<file path="src/pkg/umd_defs.svh">
// Address boundaries, field positions and protection constants of the memory map decoder.
`ifndef UMD_DEFS_SVH
`define UMD_DEFS_SVH
// 4-Kbyte page numbers, address bits 23 down to 12.
`define UMD_PG_IMB 12'hfff
`define UMD_PG_RSVD_TOP 12'hf00
`define UMD_PG_EMULATED_PROGRAM_SRAM_LO 12'he80
`define UMD_PG_EMULATED_PROGRAM_SRAM_HI 12'he9b
`define UMD_PG_PROGRAM_SRAM_LO 12'he00
`define UMD_PG_PROGRAM_SRAM_HI 12'he1b
`define UMD_PG_FLASH_LO 12'hc00
`define UMD_PG_FLASH_HI 12'hd8f
`define UMD_PG_EXT_LO 12'h400
`define UMD_PG_EXT_HI 12'hbff
`define UMD_PG_EXTIO_LO 12'h210
`define UMD_PG_EXTIO_HI 12'h3ff
`define UMD_PG_LX_LO 12'h200
`define UMD_PG_LX_HI 12'h20b
`define UMD_PG_LX_SPLIT 12'h206
`define UMD_PG_LX_GAP 12'h207
`define UMD_PG_DATA_SRAM_LO 12'h008
`define UMD_PG_DATA_SRAM_HI 12'h00d
`define UMD_PG_XBUS_FUNCTION_REGS 12'h00e
`define UMD_PG_SYS 12'h00f
// Bits 11 down to 8 of the topmost page that hold the 256-byte register window.
`define UMD_IMB_NIB 4'hf
// Bits 11 down to 9 of page 00F: 512-byte slices.
`define UMD_SL_EXTENDED_FUNCTION_REGS 3'h0
`define UMD_SL_DUAL_PORT_RAM_LO 3'h3
`define UMD_SL_DUAL_PORT_RAM_HI 3'h6
`define UMD_SL_SFR 3'h7
// Bits 15 down to 8 of the bit-addressable top of the dual-port RAM.
`define UMD_DUAL_PORT_RAM_BIT_HI 8'hfd
// Dual-port RAM word range inside segment 0.
`define UMD_DUAL_PORT_RAM_LO 16'hf600
`define UMD_DUAL_PORT_RAM_HI 16'hfdff
// Register bank: 16 words, 32 bytes.
`define UMD_GPR_BYTES 16'h0020
// Flash fields.
`define UMD_FL_MOD_MSB 20
`define UMD_FL_MOD_LSB 18
`define UMD_FL_SEC_MSB 17
`define UMD_FL_SEC_LSB 12
`define UMD_FL_BLK_MSB 11
`define UMD_FL_BLK_LSB 7
`define UMD_FL_LINE_LSB 4
// Reserved sector of module 0: module 0, sector 15 (C0'F000).
`define UMD_FL_RSVD_SEC 6'h0f
`define UMD_FL_MODS 7
`endif

</file>
<file path="src/pkg/umd_pkg.sv">
// Types shared by the memory map decoder modules.
package umd_pkg;
   typedef enum logic [3:0] {
      RG_EXT_MEM = 4'h0,
      RG_EXT_IO = 4'h1,
      RG_LXBUS = 4'h2,
      RG_RSVD = 4'h3,
      RG_FLASH = 4'h4,
      RG_PROGRAM_SRAM = 4'h5,
      RG_EMULATED_PROGRAM_SRAM = 4'h6,
      RG_DATA_SRAM = 4'h7,
      RG_XBUS_FUNCTION_REGS = 4'h8,
      RG_EXTENDED_FUNCTION_REGS = 4'h9,
      RG_DUAL_PORT_RAM = 4'ha,
      RG_SFR = 4'hb,
      RG_IMB = 4'hc
   } umd_region_e;
   typedef enum logic [1:0] {
      UNIT_PMU = 2'h0,
      UNIT_DMU = 2'h1,
      UNIT_EBC = 2'h2,
      UNIT_NONE = 2'h3
   } umd_unit_e;
   typedef enum logic [1:0] {
      PW_LOCKED = 2'h0,
      PW_HALF = 2'h1,
      PW_OPEN = 2'h2
   } umd_pw_e;
   typedef struct packed {
      logic valid;
      logic write;
      logic word;
      logic [23:0] addr;
   } umd_req_s;
   typedef struct packed {
      logic valid;
      umd_unit_e unit;
      umd_region_e region;
      logic [1:0] be;
      logic sysbus;
      logic strict;
      logic err;
      logic bit_ok;
      logic [2:0] fl_mod;
      logic [5:0] fl_sec;
      logic [4:0] fl_blk;
      logic [19:0] fl_line;
      logic ecc_en;
   } umd_resp_s;
endpackage

</file>
<file path="src/verilog/umd_decoder.sv">
// Memory map decoder: routes fetch and data accesses of one 16-Mbyte space.
`timescale 1ns/1ps
`include "umd_defs.svh"
// Behaviour
// - One linear 16-Mbyte space: 256 segments of 64K, four 16K pages each.
// - With an external bus, reserved regions become external bus accesses.
// - Byte and word access everywhere; byte lanes come from access size and address bit 0.
// - Data memories and both register areas decode in segment 0.
// - Every instruction fetch goes to the program management unit.
// - Every data transfer goes to the data management unit.
// - Units cross the system bus for program memory, external and LXBus traffic.
// - System bus carries both directions between units at once.
// - Program SRAM has a sized write-protected part; writes there are blocked.
// - Top 256 bytes of dual-port RAM, and live register locations, are bit addressable.
// - Register bank maps 16 words; lower eight also as low and high bytes.
// - Each register area decodes 512 bytes of word registers.
// - Flash is one 64K and six 256K modules of 4K sectors.
// - 4K sector 15 of module 0 (C0'F000) is internal and closed to users.
// - Sectors erase alone, program in 128-byte blocks, protect by cluster.
// - Whole flash read-protectable; a password sequence unlocks it temporarily.
// - Flash reads fetch 128 bits and always use error correction.
// - Different flash modules can be served in parallel.
// - External IO area accesses disable pipeline optimizations for strict order.
// - External memory up to about 12 Mbytes reachable through its regions.
// - Data SRAM served by its own interface, apart from program path.
// - External and LXBus accesses are carried out by the external bus controller.
module umd_decoder
   import umd_pkg::*;
(
   // Clock and reset
   input wire logic core_clk,
   input wire logic rst,
   // Device options
   input wire logic has_ext_bus,
   input wire logic [4:0] program_sram_wp_pages,
   input wire logic [6:0] flash_wp_mask,
   input wire logic read_prot_en,
   // Password entry
   input wire logic pw_valid,
   input wire logic [15:0] pw_word,
   input wire logic [15:0] pw_key0,
   input wire logic [15:0] pw_key1,
   input wire logic relock,
   // Access requests
   input umd_req_s fetch_req,
   input umd_req_s data_req,
   // Register bank lookup
   input wire logic gpr_valid,
   input wire logic [15:0] cp_base,
   input wire logic [3:0] gpr_idx,
   input wire logic gpr_byte,
   input wire logic gpr_hi,
   // Answers
   output umd_resp_s fetch_resp,
   output umd_resp_s data_resp,
   output logic [23:0] gpr_addr,
   output logic gpr_err,
   output logic gpr_done,
   output logic unlocked
);
   // ------------------------------------------------------------
   // Region decode
   // ------------------------------------------------------------
   umd_region_e fetch_rg;
   umd_region_e data_rg;
   // Two decoders so that fetch and data paths never wait on each other.
   umd_region u_fetch_rg (
      .addr(fetch_req.addr),
      .region(fetch_rg)
   );
   umd_region u_data_rg (
      .addr(data_req.addr),
      .region(data_rg)
   );

   // ------------------------------------------------------------
   // Password unlock
   // ------------------------------------------------------------
   umd_pw_e pw_r;
   umd_pw_e pw_nxt;
   always_comb begin
      pw_nxt = pw_r;
      if (relock) begin
         pw_nxt = PW_LOCKED;
      end else if (pw_valid) begin
         case (pw_r)
            PW_LOCKED: pw_nxt = (pw_word == pw_key0) ? PW_HALF : PW_LOCKED;
            PW_HALF: pw_nxt = (pw_word == pw_key1) ? PW_OPEN : PW_LOCKED;
            PW_OPEN: pw_nxt = PW_OPEN;
            default: pw_nxt = PW_LOCKED;
         endcase
      end
   end
   always_ff @(posedge core_clk or posedge rst) begin
      if (rst) begin
         pw_r <= PW_LOCKED;
      end else begin
         pw_r <= pw_nxt;
      end
   end
   wire is_open = pw_r == PW_OPEN;
   assign unlocked = is_open;

   // ------------------------------------------------------------
   // Shared answer builder
   // ------------------------------------------------------------
   // Both ports use the same table; the fetch flag picks the home unit.
   function automatic umd_resp_s build(input umd_req_s q, input umd_region_e rg,
      input logic fetch, input logic ext_ok, input logic [4:0] wp_pages,
      input logic [6:0] wp_mask, input logic rd_lock, input logic [15:0] cp);
      umd_resp_s r;
      umd_unit_e tgt;
      logic sec_rsvd;
      logic wp_hit;
      logic [15:0] gpr_off;
      r = '0;
      tgt = UNIT_NONE;
      sec_rsvd = 1'b0;
      wp_hit = 1'b0;
      gpr_off = q.addr[15:0] - cp;
      case (rg)
         RG_FLASH, RG_PROGRAM_SRAM, RG_EMULATED_PROGRAM_SRAM: tgt = UNIT_PMU;
         RG_DATA_SRAM, RG_XBUS_FUNCTION_REGS, RG_EXTENDED_FUNCTION_REGS, RG_DUAL_PORT_RAM, RG_SFR, RG_IMB: tgt = UNIT_DMU;
         RG_EXT_MEM, RG_EXT_IO, RG_LXBUS: tgt = UNIT_EBC;
         RG_RSVD: tgt = ext_ok ? UNIT_EBC : UNIT_NONE;
         default: tgt = UNIT_NONE;
      endcase
      r.valid = q.valid;
      r.region = rg;
      r.unit = tgt;
      r.be = q.word ? 2'h3 : (q.addr[0] ? 2'h2 : 2'h1);
      // Anything outside the home unit crosses the system bus.
      r.sysbus = fetch ? (tgt != UNIT_PMU && tgt != UNIT_NONE)
         : (tgt == UNIT_PMU || tgt == UNIT_EBC);
      r.strict = rg == RG_EXT_IO;
      r.bit_ok = !fetch && ((rg == RG_DUAL_PORT_RAM && q.addr[15:8] == `UMD_DUAL_PORT_RAM_BIT_HI)
         || rg == RG_SFR || rg == RG_EXTENDED_FUNCTION_REGS
         || (rg == RG_DUAL_PORT_RAM && gpr_off < `UMD_GPR_BYTES));
      if (rg == RG_FLASH) begin
         r.fl_mod = q.addr[`UMD_FL_MOD_MSB:`UMD_FL_MOD_LSB];
         r.fl_sec = q.addr[`UMD_FL_SEC_MSB:`UMD_FL_SEC_LSB];
         r.fl_blk = q.addr[`UMD_FL_BLK_MSB:`UMD_FL_BLK_LSB];
         r.fl_line = q.addr[23:`UMD_FL_LINE_LSB];
         r.ecc_en = !q.write;
         sec_rsvd = r.fl_mod == 3'h0 && r.fl_sec == `UMD_FL_RSVD_SEC;
         wp_hit = q.write && wp_mask[r.fl_mod];
      end
      if (rg == RG_PROGRAM_SRAM && q.write) begin
         wp_hit = q.addr[16:12] < wp_pages;
      end
      // Blocked accesses carry no target, so the memory sees nothing.
      r.err = q.valid && (tgt == UNIT_NONE || sec_rsvd || wp_hit
         || (rg == RG_FLASH && !q.write && rd_lock));
      if (r.err) begin
         r.unit = UNIT_NONE;
         r.sysbus = 1'b0;
         r.ecc_en = 1'b0;
      end
      return r;
   endfunction

   umd_req_s fetch_q;
   always_comb begin
      fetch_q = fetch_req;
      fetch_q.write = 1'b0;
   end
   wire rd_lock = read_prot_en && !is_open;
   umd_resp_s fetch_nxt;
   umd_resp_s data_nxt;
   assign fetch_nxt = build(fetch_q, fetch_rg, 1'b1, has_ext_bus, program_sram_wp_pages,
      flash_wp_mask, rd_lock, cp_base);
   assign data_nxt = build(data_req, data_rg, 1'b0, has_ext_bus, program_sram_wp_pages,
      flash_wp_mask, rd_lock, cp_base);

   // ------------------------------------------------------------
   // Register bank address
   // ------------------------------------------------------------
   wire [15:0] gpr_word_off = {11'h000, gpr_idx, 1'b0};
   wire [15:0] gpr_byte_off = {11'h000, gpr_idx, gpr_hi};
   wire [15:0] gpr_loc = cp_base + (gpr_byte ? gpr_byte_off : gpr_word_off);
   // Byte names exist only for the lower eight registers.
   wire gpr_bad = (gpr_byte && gpr_idx[3]) || gpr_loc < `UMD_DUAL_PORT_RAM_LO
      || gpr_loc > `UMD_DUAL_PORT_RAM_HI;

   // ------------------------------------------------------------
   // Answer registers
   // ------------------------------------------------------------
   umd_resp_s fetch_r;
   umd_resp_s data_r;
   logic [23:0] gpr_addr_r;
   logic gpr_err_r;
   logic gpr_done_r;
   always_ff @(posedge core_clk or posedge rst) begin
      if (rst) begin
         fetch_r <= '0;
         data_r <= '0;
      end else begin
         fetch_r <= fetch_nxt;
         data_r <= data_nxt;
      end
   end
   always_ff @(posedge core_clk or posedge rst) begin
      if (rst) begin
         gpr_addr_r <= 24'h000000;
         gpr_err_r <= 1'b0;
         gpr_done_r <= 1'b0;
      end else begin
         gpr_done_r <= gpr_valid;
         if (gpr_valid) begin
            gpr_addr_r <= {8'h00, gpr_loc};
            gpr_err_r <= gpr_bad;
         end
      end
   end
   assign fetch_resp = fetch_r;
   assign data_resp = data_r;
   assign gpr_addr = gpr_addr_r;
   assign gpr_err = gpr_err_r;
   assign gpr_done = gpr_done_r;

   // ------------------------------------------------------------
   // Assertions
   // ------------------------------------------------------------
   property p_fetch_pmu;
      @(posedge core_clk) disable iff (rst)
      fetch_req.valid && fetch_req.addr[23:20] == 4'hc && !rd_lock
      && fetch_req.addr[23:12] != 12'hc0f |=> fetch_resp.unit == UNIT_PMU;
   endproperty
   a_fetch_pmu: assert property (p_fetch_pmu) else $error("flash fetch not sent to pmu");

   property p_data_sfr;
      @(posedge core_clk) disable iff (rst)
      data_req.valid && data_req.addr[23:9] == 15'h007f
      |=> data_resp.region == RG_SFR && data_resp.unit == UNIT_DMU && data_resp.bit_ok;
   endproperty
   a_data_sfr: assert property (p_data_sfr) else $error("sfr area misdecoded");

   property p_rsvd_ebc;
      @(posedge core_clk) disable iff (rst)
      data_req.valid && data_rg == RG_RSVD && has_ext_bus
      |=> data_resp.unit == UNIT_EBC && data_resp.sysbus && !data_resp.err;
   endproperty
   a_rsvd_ebc: assert property (p_rsvd_ebc) else $error("reserved access not forwarded");

   property p_byte_lane;
      @(posedge core_clk) disable iff (rst)
      data_req.valid && !data_req.word |=> $onehot(data_resp.be)
      && data_resp.be[1] == $past(data_req.addr[0]);
   endproperty
   a_byte_lane: assert property (p_byte_lane) else $error("byte lane wrong");

   property p_program_sram_wp;
      @(posedge core_clk) disable iff (rst)
      data_req.valid && data_req.write && data_rg == RG_PROGRAM_SRAM
      && data_req.addr[16:12] < program_sram_wp_pages |=> data_resp.err && data_resp.unit == UNIT_NONE;
   endproperty
   a_program_sram_wp: assert property (p_program_sram_wp) else $error("protected program_sram write passed");

   property p_rsvd_sector;
      @(posedge core_clk) disable iff (rst)
      data_req.valid && data_req.addr[23:12] == 12'hc0f |=> data_resp.err;
   endproperty
   a_rsvd_sector: assert property (p_rsvd_sector) else $error("internal sector reachable");

   property p_strict_io;
      @(posedge core_clk) disable iff (rst)
      data_req.valid ##1 data_resp.strict |-> $past(data_req.addr[23:16]) >= 8'h21
      && $past(data_req.addr[23:16]) <= 8'h3f;
   endproperty
   a_strict_io: assert property (p_strict_io) else $error("strict flag outside io area");

   property p_unlock;
      @(posedge core_clk) disable iff (rst)
      pw_valid && !relock && pw_r == PW_HALF && pw_word == pw_key1
      |=> unlocked && !$past(unlocked);
   endproperty
   a_unlock: assert property (p_unlock) else $error("password sequence did not unlock");

   property p_read_lock;
      @(posedge core_clk) disable iff (rst)
      data_req.valid && !data_req.write && data_rg == RG_FLASH && read_prot_en && !unlocked
      |=> data_resp.err && !data_resp.ecc_en;
   endproperty
   a_read_lock: assert property (p_read_lock) else $error("locked flash read passed");

   property p_ecc;
      @(posedge core_clk) disable iff (rst)
      fetch_resp.valid && fetch_resp.region == RG_FLASH && !fetch_resp.err
      |-> fetch_resp.ecc_en && fetch_resp.fl_line == $past(fetch_req.addr[23:4]);
   endproperty
   a_ecc: assert property (p_ecc) else $error("flash read without 128-bit ecc line");

   property p_gpr_byte;
      @(posedge core_clk) disable iff (rst)
      gpr_valid && gpr_byte && gpr_idx[3] |=> gpr_done && gpr_err;
   endproperty
   a_gpr_byte: assert property (p_gpr_byte) else $error("byte name on upper register");

   property p_sysbus;
      @(posedge core_clk) disable iff (rst)
      data_resp.valid && data_resp.unit == UNIT_DMU |-> !data_resp.sysbus;
   endproperty
   a_sysbus: assert property (p_sysbus) else $error("local data access used system bus");

   property p_relock;
      @(posedge core_clk) disable iff (rst)
      relock |=> !unlocked;
   endproperty
   a_relock: assert property (p_relock) else $error("relock left flash unlocked");

   property p_flash_wp;
      @(posedge core_clk) disable iff (rst)
      data_req.valid && data_req.write && data_rg == RG_FLASH
      && flash_wp_mask[data_req.addr[`UMD_FL_MOD_MSB:`UMD_FL_MOD_LSB]]
      |=> data_resp.err && data_resp.unit == UNIT_NONE;
   endproperty
   a_flash_wp: assert property (p_flash_wp) else $error("write to protected flash passed");

   property p_fetch_ext;
      @(posedge core_clk) disable iff (rst)
      fetch_req.valid && fetch_rg == RG_EXT_MEM
      |=> fetch_resp.unit == UNIT_EBC && fetch_resp.sysbus;
   endproperty
   a_fetch_ext: assert property (p_fetch_ext) else $error("external fetch not on system bus");

   property p_dual_bus;
      @(posedge core_clk) disable iff (rst)
      fetch_req.valid && fetch_rg == RG_EXT_MEM && data_req.valid && !data_req.write
      && data_rg == RG_PROGRAM_SRAM |=> fetch_resp.sysbus && data_resp.sysbus;
   endproperty
   a_dual_bus: assert property (p_dual_bus) else $error("system bus not two-way");

   property p_ext_mem;
      @(posedge core_clk) disable iff (rst)
      data_req.valid && (data_req.addr[23:22] == 2'h1 || data_req.addr[23:22] == 2'h2)
      |=> data_resp.region == RG_EXT_MEM && data_resp.unit == UNIT_EBC;
   endproperty
   a_ext_mem: assert property (p_ext_mem) else $error("external memory area misrouted");

   property p_lxbus;
      @(posedge core_clk) disable iff (rst)
      data_req.valid && data_req.addr[23:14] == 10'h080
      |=> data_resp.region == RG_LXBUS && data_resp.unit == UNIT_EBC;
   endproperty
   a_lxbus: assert property (p_lxbus) else $error("lxbus access not sent to controller");
endmodule

</file>
<file path="src/verilog/umd_region.sv">
// Fixed address comparison that names the region of one 24-bit address.
`timescale 1ns/1ps
`include "umd_defs.svh"
module umd_region
   import umd_pkg::*;
(
   // Address
   input wire logic [23:0] addr,
   // Region
   output umd_region_e region
);
   wire [11:0] pg = addr[23:12];
   wire [2:0] slice = addr[11:9];
   wire in_emulated_program_sram = pg >= `UMD_PG_EMULATED_PROGRAM_SRAM_LO && pg <= `UMD_PG_EMULATED_PROGRAM_SRAM_HI;
   wire in_program_sram = pg >= `UMD_PG_PROGRAM_SRAM_LO && pg <= `UMD_PG_PROGRAM_SRAM_HI;
   wire in_flash = pg >= `UMD_PG_FLASH_LO && pg <= `UMD_PG_FLASH_HI;
   wire in_ext = pg >= `UMD_PG_EXT_LO && pg <= `UMD_PG_EXT_HI;
   wire in_extio = pg >= `UMD_PG_EXTIO_LO && pg <= `UMD_PG_EXTIO_HI;
   wire in_lx = pg >= `UMD_PG_LX_LO && pg <= `UMD_PG_LX_HI && pg != `UMD_PG_LX_GAP
      && !(pg == `UMD_PG_LX_SPLIT && addr[11]);
   wire in_data_sram = pg >= `UMD_PG_DATA_SRAM_LO && pg <= `UMD_PG_DATA_SRAM_HI;
   wire in_low_ext = pg < `UMD_PG_DATA_SRAM_LO || (pg[11:4] != 8'h00 && pg < `UMD_PG_LX_LO);
   wire in_dual_port_ram = slice >= `UMD_SL_DUAL_PORT_RAM_LO && slice <= `UMD_SL_DUAL_PORT_RAM_HI;
   wire [3:0] sys_code = (slice == `UMD_SL_EXTENDED_FUNCTION_REGS) ? RG_EXTENDED_FUNCTION_REGS :
      (slice == `UMD_SL_SFR) ? RG_SFR : in_dual_port_ram ? RG_DUAL_PORT_RAM : RG_RSVD;
   // Every address falls into exactly one arm; mirrors and gaps are reserved.
   assign region = (pg == `UMD_PG_IMB && addr[11:8] == `UMD_IMB_NIB) ? RG_IMB :
      (pg >= `UMD_PG_RSVD_TOP) ? RG_RSVD :
      in_emulated_program_sram ? RG_EMULATED_PROGRAM_SRAM :
      in_program_sram ? RG_PROGRAM_SRAM :
      in_flash ? RG_FLASH :
      in_ext ? RG_EXT_MEM :
      in_extio ? RG_EXT_IO :
      in_lx ? RG_LXBUS :
      in_data_sram ? RG_DATA_SRAM :
      (pg == `UMD_PG_XBUS_FUNCTION_REGS) ? RG_XBUS_FUNCTION_REGS :
      (pg == `UMD_PG_SYS) ? umd_region_e'(sys_code) :
      in_low_ext ? RG_EXT_MEM : RG_RSVD;
endmodule

</file>
<file path="config.mk">
export PLATFORM = sky130hd
export DESIGN_NAME = umd_decoder
export DESIGN_NICKNAME = d
export VERILOG_FILES = /design/src/pkg/umd_pkg.sv /design/src/verilog/umd_decoder.sv /design/src/verilog/umd_region.sv
export VERILOG_INCLUDE_DIRS = /design/src /design/src/pkg
export SDC_FILE = /design/constraint.sdc
export NUM_CORES = 1
export LEC_CHECK = 0
export ABC_AREA = 1
export BUFFER_PORTS_ARGS = -buffer_cell sky130_fd_sc_hd__buf_2
export CAP_MARGIN = 20
export CORE_UTILIZATION = 35
export CTS_CLUSTER_SIZE = 20
export DETAILED_ROUTE_END_ITERATION = 12
export GPL_TIMING_DRIVEN = 0
export PLACE_DENSITY = 0.65
export SYNTH_ARGS = -nofsm -noshare
export SYNTH_HDL_FRONTEND = slang
export SYNTH_SLANG_ARGS = --single-unit
export TNS_END_PERCENT = 50
</file>
<file path="constraint.sdc">
create_clock -name core_clk -period 3.81 [get_ports core_clk]
set_input_delay 0.9525 -clock core_clk [delete_from_list [all_inputs] [get_ports core_clk]]
set_output_delay 0.9525 -clock core_clk [all_outputs]
set_load 0.02 [all_outputs]
</file>
==> metrics.txt, run 1 <==
class of the worst hold path=reg -> reg; post-synthesis async set-or-reset flop share=100.0%; number of detailed-routing iterations run before antenna repair=5; clock tree from TritonCTS=yes; type of element launching the critical path=input port; DRT antenna net count=0; number of storage elements in the synthesis netlist=87; Final Wtd Congestion=between 0.9 and 1; placed inst area=7679 µm²; total routed wirelength=between 15000 and 20000 µm; number of synthesis warnings=0; VDD IR max=around 0.18 mV; die span in y=approximately 130 µm; Clk network pwr share=between 30 and 40%; Switching Fraction=about 30%; critical path required time=4.04 ns; half-perimeter wire length after detailed placement=roughly 14000 µm; Clock transition at path regs=around 0.06 ns; root buffer cell=sky130_fd_sc_hd__clkbuf_16; Critical Path End Type=flip-flop; number of antenna violations at the first check in global routing=1; fin util=approximately 48%; Die W=133.8 µm; Routed WL per cell=12.89 µm; share of synthesized area occupied by flip-flops and latches=a little over a third; # clock sinks=slightly below 90; number of buffer cells added on primary ports=~250; Worst Skew=approximately 0.0013 ns; Comb pwr share=24.7%; setup TNS=0 ns; count of hold-fix buffers inserted at cts=0; die footprint=~18000 µm²; final-report hold violation count=0; EDFF count, synth=0; maximum level of the CTS H-tree=3; status=completed; setup repair after global routing missed its margin=false; number of global-route vias before repair=approximately 5.6k; drt via density=around 4.6; grt ovf=0; largest net degree at the start of global routing=54; number of nets in the finished design=around 1.3k; number of buffers inserted by post-CTS setup repair=0; number of placed I/O pins=266; clock latency at the later pin of the worst-skew pair=between 0.3 and 0.4 ns; core footprint=~17000 µm²; fillers=1722; max-cap violation count=0; count of instances resized after the clock tree is built=0; distinct cell type count after synthesis=50; Reg power frac=38.2%; peak fanout along the critical path=3; highest clock rate=~0.36 GHz; top_reg_cell synth=sky130_fd_sc_hd__dfrtp_1; category of the critical setup timing path=in -> reg; overall via count from detail_route=between 6k and 7k; DRC violation total after the first TritonRoute iteration=274; drc violations=0; Internal Power=around 1800 µW; area growth from synthesis to layout=31.61%; power dissipated by switching net loads=797.8 µW; per-instance average area after synthesis=about 7.2 µm²; Initial Utilization=about 36%; all-layer global routing usage=19.50%; Data arrival, critical path=a little over 3 ns; Syn Std Cell Area=between 6000 and 7000 µm²; summed area of non-filler cells in the final layout=about 8000 µm²; leakage component of the power=a little under 0.005 µW; final worst path period share=between 70% and 80%; buffer levels on the longest clock path=2; cells after synthesis=850; final critical path time including I/O delays and setup=2.790 ns; number of max-slew violations in the final report=0; global-route wire length before repair=27500 µm; power density over the cells=about 320 nW/µm²; final setup vio count=0; worst setup slack for register-to-register paths=around 2.5 ns; layout cell share with drive strength beyond 1=between 30% and 40%; Cell Rows=between 40 and 50; number of buffers added by the clock tree synthesis step=9
[state kept, by name, indices dropped and copies added, names as in the netlist]
signal	cells
fetch_resp	33
gpr_addr	16
data_resp	34
gpr_err	1
pw_r	2
gpr_done	1
[cell type report]
type / instances / area, µm² / share of cell area (%)
Sequential cell: 87 / 2177 / 27.21
Timing Repair Buffer: 252 / 1284 / 16.04
Clock buffer: 10 / 239.0 / 2.987
Clock inverter: 5 / 81.33 / 1.016
Inverter: 142 / 541.8 / 6.771
Tap cell: 220 / 275.3 / 3.440
Antenna cell: 1 / 2.502 / 0.03127
Multi-Input combinational cell: 587 / 3080 / 38.50
Buffer: 44 / 320.3 / 4.003
[Yosys cell counts (2+ instances only)]
cell type                   number  area [µm²]
sky130_fd_sc_hd__ha_1           23       287.8
sky130_fd_sc_hd__nor2_1        100       375.4
sky130_fd_sc_hd__o211ai_1        2       15.01
sky130_fd_sc_hd__o31ai_1         2       15.01
sky130_fd_sc_hd__clkbuf_1        4       15.01
sky130_fd_sc_hd__or2_2           3       18.77
sky130_fd_sc_hd__xnor2_1        13       113.9
sky130_fd_sc_hd__nor3_1         16       80.08
sky130_fd_sc_hd__nor3_4          2       32.53
sky130_fd_sc_hd__nand2_1       206       773.2
sky130_fd_sc_hd__nor3_2          2       20.02
sky130_fd_sc_hd__nor2_4          4       45.04
sky130_fd_sc_hd__a21oi_1        29       145.1
sky130_fd_sc_hd__inv_2           4       15.01
sky130_fd_sc_hd__o21ai_1         3       15.01
sky130_fd_sc_hd__nand2_4         2       22.52
sky130_fd_sc_hd__a221oi_1        2       17.52
sky130_fd_sc_hd__a211oi_1        2       15.01
sky130_fd_sc_hd__nand3b_1        3       22.52
sky130_fd_sc_hd__nand3_1        52       260.3
sky130_fd_sc_hd__buf_6           2       22.52
sky130_fd_sc_hd__o21ai_0        25       125.1
sky130_fd_sc_hd__dfrtp_1        87        2177
sky130_fd_sc_hd__nand4_1        21       131.4
sky130_fd_sc_hd__nor4_1          5       31.28
sky130_fd_sc_hd__inv_1         134       503.0
sky130_fd_sc_hd__nand2_2        15       93.84
sky130_fd_sc_hd__o2111ai_1       2       17.52
sky130_fd_sc_hd__xor2_1         10       87.58
sky130_fd_sc_hd__nor2_2         10       62.56
sky130_fd_sc_hd__o22ai_1         4       25.02
sky130_fd_sc_hd__a21oi_2         2       17.52
sky130_fd_sc_hd__nand3_2         5       50.05
sky130_fd_sc_hd__inv_4           2       12.51
sky130_fd_sc_hd__buf_4          37       277.8
[critical path, stage by stage]
cell,delay [ns]
sky130_fd_sc_hd__buf_2,0.10
sky130_fd_sc_hd__nand2_1,0.05
sky130_fd_sc_hd__inv_1,0.04
sky130_fd_sc_hd__ha_1,0.20
sky130_fd_sc_hd__fa_1,0.42
sky130_fd_sc_hd__nand3_1,0.10
sky130_fd_sc_hd__nand3_1,0.12
sky130_fd_sc_hd__nand2_1,0.12
sky130_fd_sc_hd__nand2_1,0.09
sky130_fd_sc_hd__and3_1,0.16
sky130_fd_sc_hd__xor2_1,0.20
sky130_fd_sc_hd__nand2_1,0.07
sky130_fd_sc_hd__nor3_1,0.20
sky130_fd_sc_hd__nand2_1,0.08
sky130_fd_sc_hd__nand2_1,0.06
sky130_fd_sc_hd__nand2_1,0.04
[per-layer routing]
layer	vias up	global-route usage, %	routed length [µm]
met3	19	2.910	897
li1	3186	-	-
met1	2756	26.79	8250
met4	0	6.755	296
met5	-	0	0
met2	183	31.17	7924
[power groups by stage]
stage	clock network, µW	registers (µW)	logic (µW)
final	962	991	642
after global routing	1030	996	718
after CTS	993	991	645
after detailed placement	0	1010	643
after global placement	0	1010	634
after floorplan	0	1070	339
[path summary, 6_finish.rpt]
path,endpoint,startpoint,depth (start not counted)
worst max register to register,fetch_resp[46]$_DFF_PP0_,pw_r[1]$_DFFE_PP0P_,7
max in group asynchronous,data_resp[17]$_DFF_PP0_,rst,3
worst min-delay path,gpr_err$_DFFE_PP0P_,gpr_err$_DFFE_PP0P_,2
worst max-delay path,gpr_err$_DFFE_PP0P_,gpr_byte,16
worst min register to register,gpr_err$_DFFE_PP0P_,gpr_err$_DFFE_PP0P_,2
min in group asynchronous,gpr_addr[14]$_DFFE_PP0P_,rst,2
[layout by cell type (no fill, tap or decap), types with 3 or more instances in the layout]
cell                          n
sky130_fd_sc_hd__buf_2      252
sky130_fd_sc_hd__nand2_1    206
sky130_fd_sc_hd__inv_1      133
sky130_fd_sc_hd__nor2_1     100
sky130_fd_sc_hd__dfrtp_1     87
sky130_fd_sc_hd__nand3_1     52
sky130_fd_sc_hd__buf_4       37
sky130_fd_sc_hd__a21oi_1     29
sky130_fd_sc_hd__o21ai_0     25
sky130_fd_sc_hd__ha_1        23
sky130_fd_sc_hd__nand4_1     21
sky130_fd_sc_hd__nor3_1      16
sky130_fd_sc_hd__nand2_2     15
sky130_fd_sc_hd__xnor2_1     13
sky130_fd_sc_hd__conb_1      11
sky130_fd_sc_hd__xor2_1      10
sky130_fd_sc_hd__nor2_2      10
sky130_fd_sc_hd__clkbuf_16    9
sky130_fd_sc_hd__nor4_1       5
sky130_fd_sc_hd__nand3_2      5
sky130_fd_sc_hd__o22ai_1      4
sky130_fd_sc_hd__inv_2        4
sky130_fd_sc_hd__clkbuf_1     4
sky130_fd_sc_hd__nor2_4       4
sky130_fd_sc_hd__or2_2        3
sky130_fd_sc_hd__o21ai_1      3
sky130_fd_sc_hd__inv_4        3
sky130_fd_sc_hd__nand3b_1     3
[kinds of logic (layout without fill, tap and decap cells)]
group | count (synthesis) | in the layout | share of synthesized area [%]
adder cells (fa/ha/maj) | 24 | 24 | 5.063
AO/OA/AOI/OAI | 79 | 79 | 7.779
buffers and inverters | 186 | 453 | 14.14
AND/OR/NAND/NOR | 450 | 450 | 33.83
other | 1 | 12 | 0.06168
XOR/XNOR | 23 | 23 | 3.313
flip-flops | 87 | 87 | 35.81
[through the flow]
step                      cells  setup WS [ns]  power, µW  hold slack (ns)
final                      1348          1.020       2594           0.4771
after global routing       1348         0.8239       2744           0.5124
after CTS                  1347          1.084       2630           0.4817
after detailed placement   1332         0.7254       1650           0.4661
after global placement     1331        -0.5443       1641           0.4603
after floorplan             860         0.6073       1406           0.4946
Power figures use the tool's default switching activity.
==> inputs of run 2 (changes only) <==
PLACE_DENSITY = 0.67   (was 0.65)
clock period = 2.3 ns   (was 3.81 ns; I/O delays follow)
==> run 2 against run 1 <==
Net effect: worst setup slack worse by 0.93 ns; die area unchanged; utilization up 0.42 points; cell count up 0.22%; cell area up 0.88%; non-clock buffer count up 4; sequential cell count unchanged; hold slack worse by 0.10 ns; power up 64%; clock power up 58%; count of clock-buffer cells in the layout up 2; critical path type unchanged; largest cell class unchanged.
==> metrics.txt, run 2 (synthesis results as in run 1) <==
worst setup slack for register-to-register paths=0.95 ns (-1.53 ns); most frequent CP cell=sky130_fd_sc_hd__nand2_1; Critical Path End Type=flip-flop; Routed WL per cell=13.20 µm (+2.4%); hold path startpoint=gpr_valid; Bufs and invs on worst path=2 (unchanged); slew margin rel.=between 30 and 40%; leading cell type in the layout, fill and taps excluded=sky130_fd_sc_hd__buf_2; critical path required time=2.54 ns (-1.50 ns); cell with the largest stage delay on the worst path=sky130_fd_sc_hd__fa_2; number of buffer cells added on primary ports=251 (unchanged); Cell Rows=47 (unchanged); clock tree from TritonCTS=yes; largest net degree at the start of global routing=41 (-24%); end point of the worst hold path=gpr_done$_DFF_PP0_; all-layer global routing usage=20.20% (+0.69 points); root buffer cell=sky130_fd_sc_hd__clkbuf_16; layout cell share with drive strength beyond 1=33.42% (+1.0 points); hold path depth=1 (-1); drc violations=0 (unchanged); DRT antenna net count=0 (unchanged); Die W=133.8 µm (unchanged); commonest cells after routing, fill and taps aside=252 x sky130_fd_sc_hd__buf_2, 203 x sky130_fd_sc_hd__nand2_1, 133 x sky130_fd_sc_hd__inv_1, 100 x sky130_fd_sc_hd__nor2_1, 87 x sky130_fd_sc_hd__dfrtp_1; Worst Reg2Reg Path Length in Cells=7 (unchanged); VDD IR max=0.3587 mV (+96%); peak fanout along the critical path=3 (unchanged); final worst path period share=a little over nine tenths; max FFs per register=34 (unchanged); clock latency at the later pin of the worst-skew pair=0.34 ns (about the same); pre-CTS setup slack=-0.4251 ns (-1.151 ns); maximum level of the CTS H-tree=3 (unchanged); number of max-slew violations in the final report=0 (unchanged); worst hold slack=0.3743 ns (-0.1028 ns); half-perimeter wire length after detailed placement=14690 µm (+1.9%); number of global-route vias before repair=5773 (+2.5%); status=completed; final critical path time including I/O delays and setup=approximately 2.2 ns; number of detailed-routing iterations run before antenna repair=5 (unchanged); DRC violation total after the first TritonRoute iteration=321 (+17%); # clock sinks=87 (unchanged); total routed wirelength=17830 µm (+2.7%); minimum setup slack in the final design=0.09199 ns (-0.9279 ns); final-report hold violation count=0 (unchanged); r2r startpoint=pw_r[1]$_DFFE_PP0P_; global-route wire length before repair=28470 µm (+3.5%); Worst Skew=0.002629 ns (+0.001308 ns); highest clock rate=around 0.45 GHz; Final Wtd Congestion=0.9017 (-1.5%); Data arrival, critical path=2.44 ns (-0.58 ns); leakage component of the power=0.004820 µW (+0.32%); worst reg2reg path endpoint=fetch_resp[46]$_DFF_PP0_; drt via density=4.563 (+0.12%); Tightest Pin Transition=~0.96 ns; die footprint=17900 µm² (unchanged); final setup vio count=0 (unchanged); Clock transition at path regs=0.06 ns (about the same); antenna fix cells=0 (-1); class of the worst hold path=in -> reg; delay of the slowest cell on the worst path=0.37 ns (-0.05 ns); grt ovf=0 (unchanged); number of nets in the finished design=1294 (+0.31%); top cell family by delay on the critical path=simple AND/OR/NAND/NOR gates; type of element launching the critical path=input port; Initial Utilization=36.27% (unchanged); category of the critical setup timing path=in -> reg; fillers=1703 (-1.1%); power density over the cells=526.5 nW/µm² (+62%); ordered cell list for the critical path=buf_2 -> nand2_1 -> inv_1 -> ha_2 -> fa_2 -> nand3_1 -> nand3_2 -> nand2_2 -> nand2_2 -> and3_1 -> xor2_2 -> nand2_1 -> nor3_2 -> nand2_1 -> nand2_1 -> nand2_1; number of antenna violations at the first check in global routing=0 (-1); overall via count from detail_route=6165 (+0.34%); buffer levels on the longest clock path=2 (unchanged); area growth from synthesis to layout=32.76%; die span in y=133.8 µm (unchanged); number of buffers added by the clock tree synthesis step=9 (unchanged); core footprint=16760 µm² (unchanged); number of placed I/O pins=266 (unchanged); max-cap violation count=0 (unchanged)
[run 2: changes by cell type in the layout (fill, tap and decap cells not counted), sizes merged]
cell,delta
buf,+4
bufinv,-1
clkbuf,+2
clkinvlp,+1
diode,-1
inv,-2
[run 2: worst max-delay path by stage]
stage,from,to,slack (ns),depth (start not counted)
2_1_floorplan,gpr_byte,gpr_err$_DFFE_PP0P_,-0.007,15
3_3_place_gp,gpr_byte,gpr_err$_DFFE_PP0P_,-0.42,16
3_5_place_dp,gpr_byte,gpr_err$_DFFE_PP0P_,-0.43,16
4_1_cts,gpr_byte,gpr_err$_DFFE_PP0P_,0.04,16
5_1_grt,gpr_byte,gpr_err$_DFFE_PP0P_,-0.04,17
6_report,gpr_byte,gpr_err$_DFFE_PP0P_,0.09,16
[run 2: routing by layer]
metal / vias to the layer above / track usage, % / wire (µm)
met5: - / 0 / 0
met1: 2756 / 27.67 / 8434
met3: 19 / 4.195 / 1109
met4: 0 / 6.944 / 289
li1: 3198 / - / -
met2: 192 / 31.49 / 7998
[run 2: power by group]
part	switching (µW)	internal, µW	leakage (µW)
logic	680	403	0.00355
clock network	630	895	0.000145
registers	34.1	1610	0.00112
total	1340	2910	0.00482
[run 2: per-stage QoR]
| step | power, µW | TNS, ns | instance area (µm²) | cells | utilization (%) |
|---|---|---|---|---|---|
| 3_3_place_gp | 2717 | -0.8228 | 7652 | 1331 | 45.66 |
| 3_5_place_dp | 2736 | -0.9149 | 7700 | 1333 | 45.94 |
| 6_report | 4249 | 0 | 8071 | 1351 | 48.16 |
| 4_1_cts | 4289 | 0 | 8016 | 1349 | 47.83 |
| 2_1_floorplan | 2330 | -0.007226 | 6121 | 860 | - |
| 5_1_grt | 4501 | -0.04234 | 8071 | 1351 | 48.16 |
[run 2: timing repair]
item	4_1_cts	5_1_grt
hold buffers	0	0
endpoints found under the setup margin	1	3
setup buffers	1	2
gates resized for setup	2	10
pin swaps	0	4
[run 2: area by class of cell]
class | instances | area, µm² | share of cell area, %
repair buffers | 256 | 1326 | 16.43
inverters | 142 | 543.0 | 6.728
well taps | 220 | 275.3 | 3.410
plain buffers | 44 | 320.3 | 3.968
multi-input cells | 587 | 3131 | 38.78
clock inverters | 3 | 42.54 | 0.5271
clock buffers | 12 | 256.5 | 3.178
flip-flops and latches | 87 | 2177 | 26.97
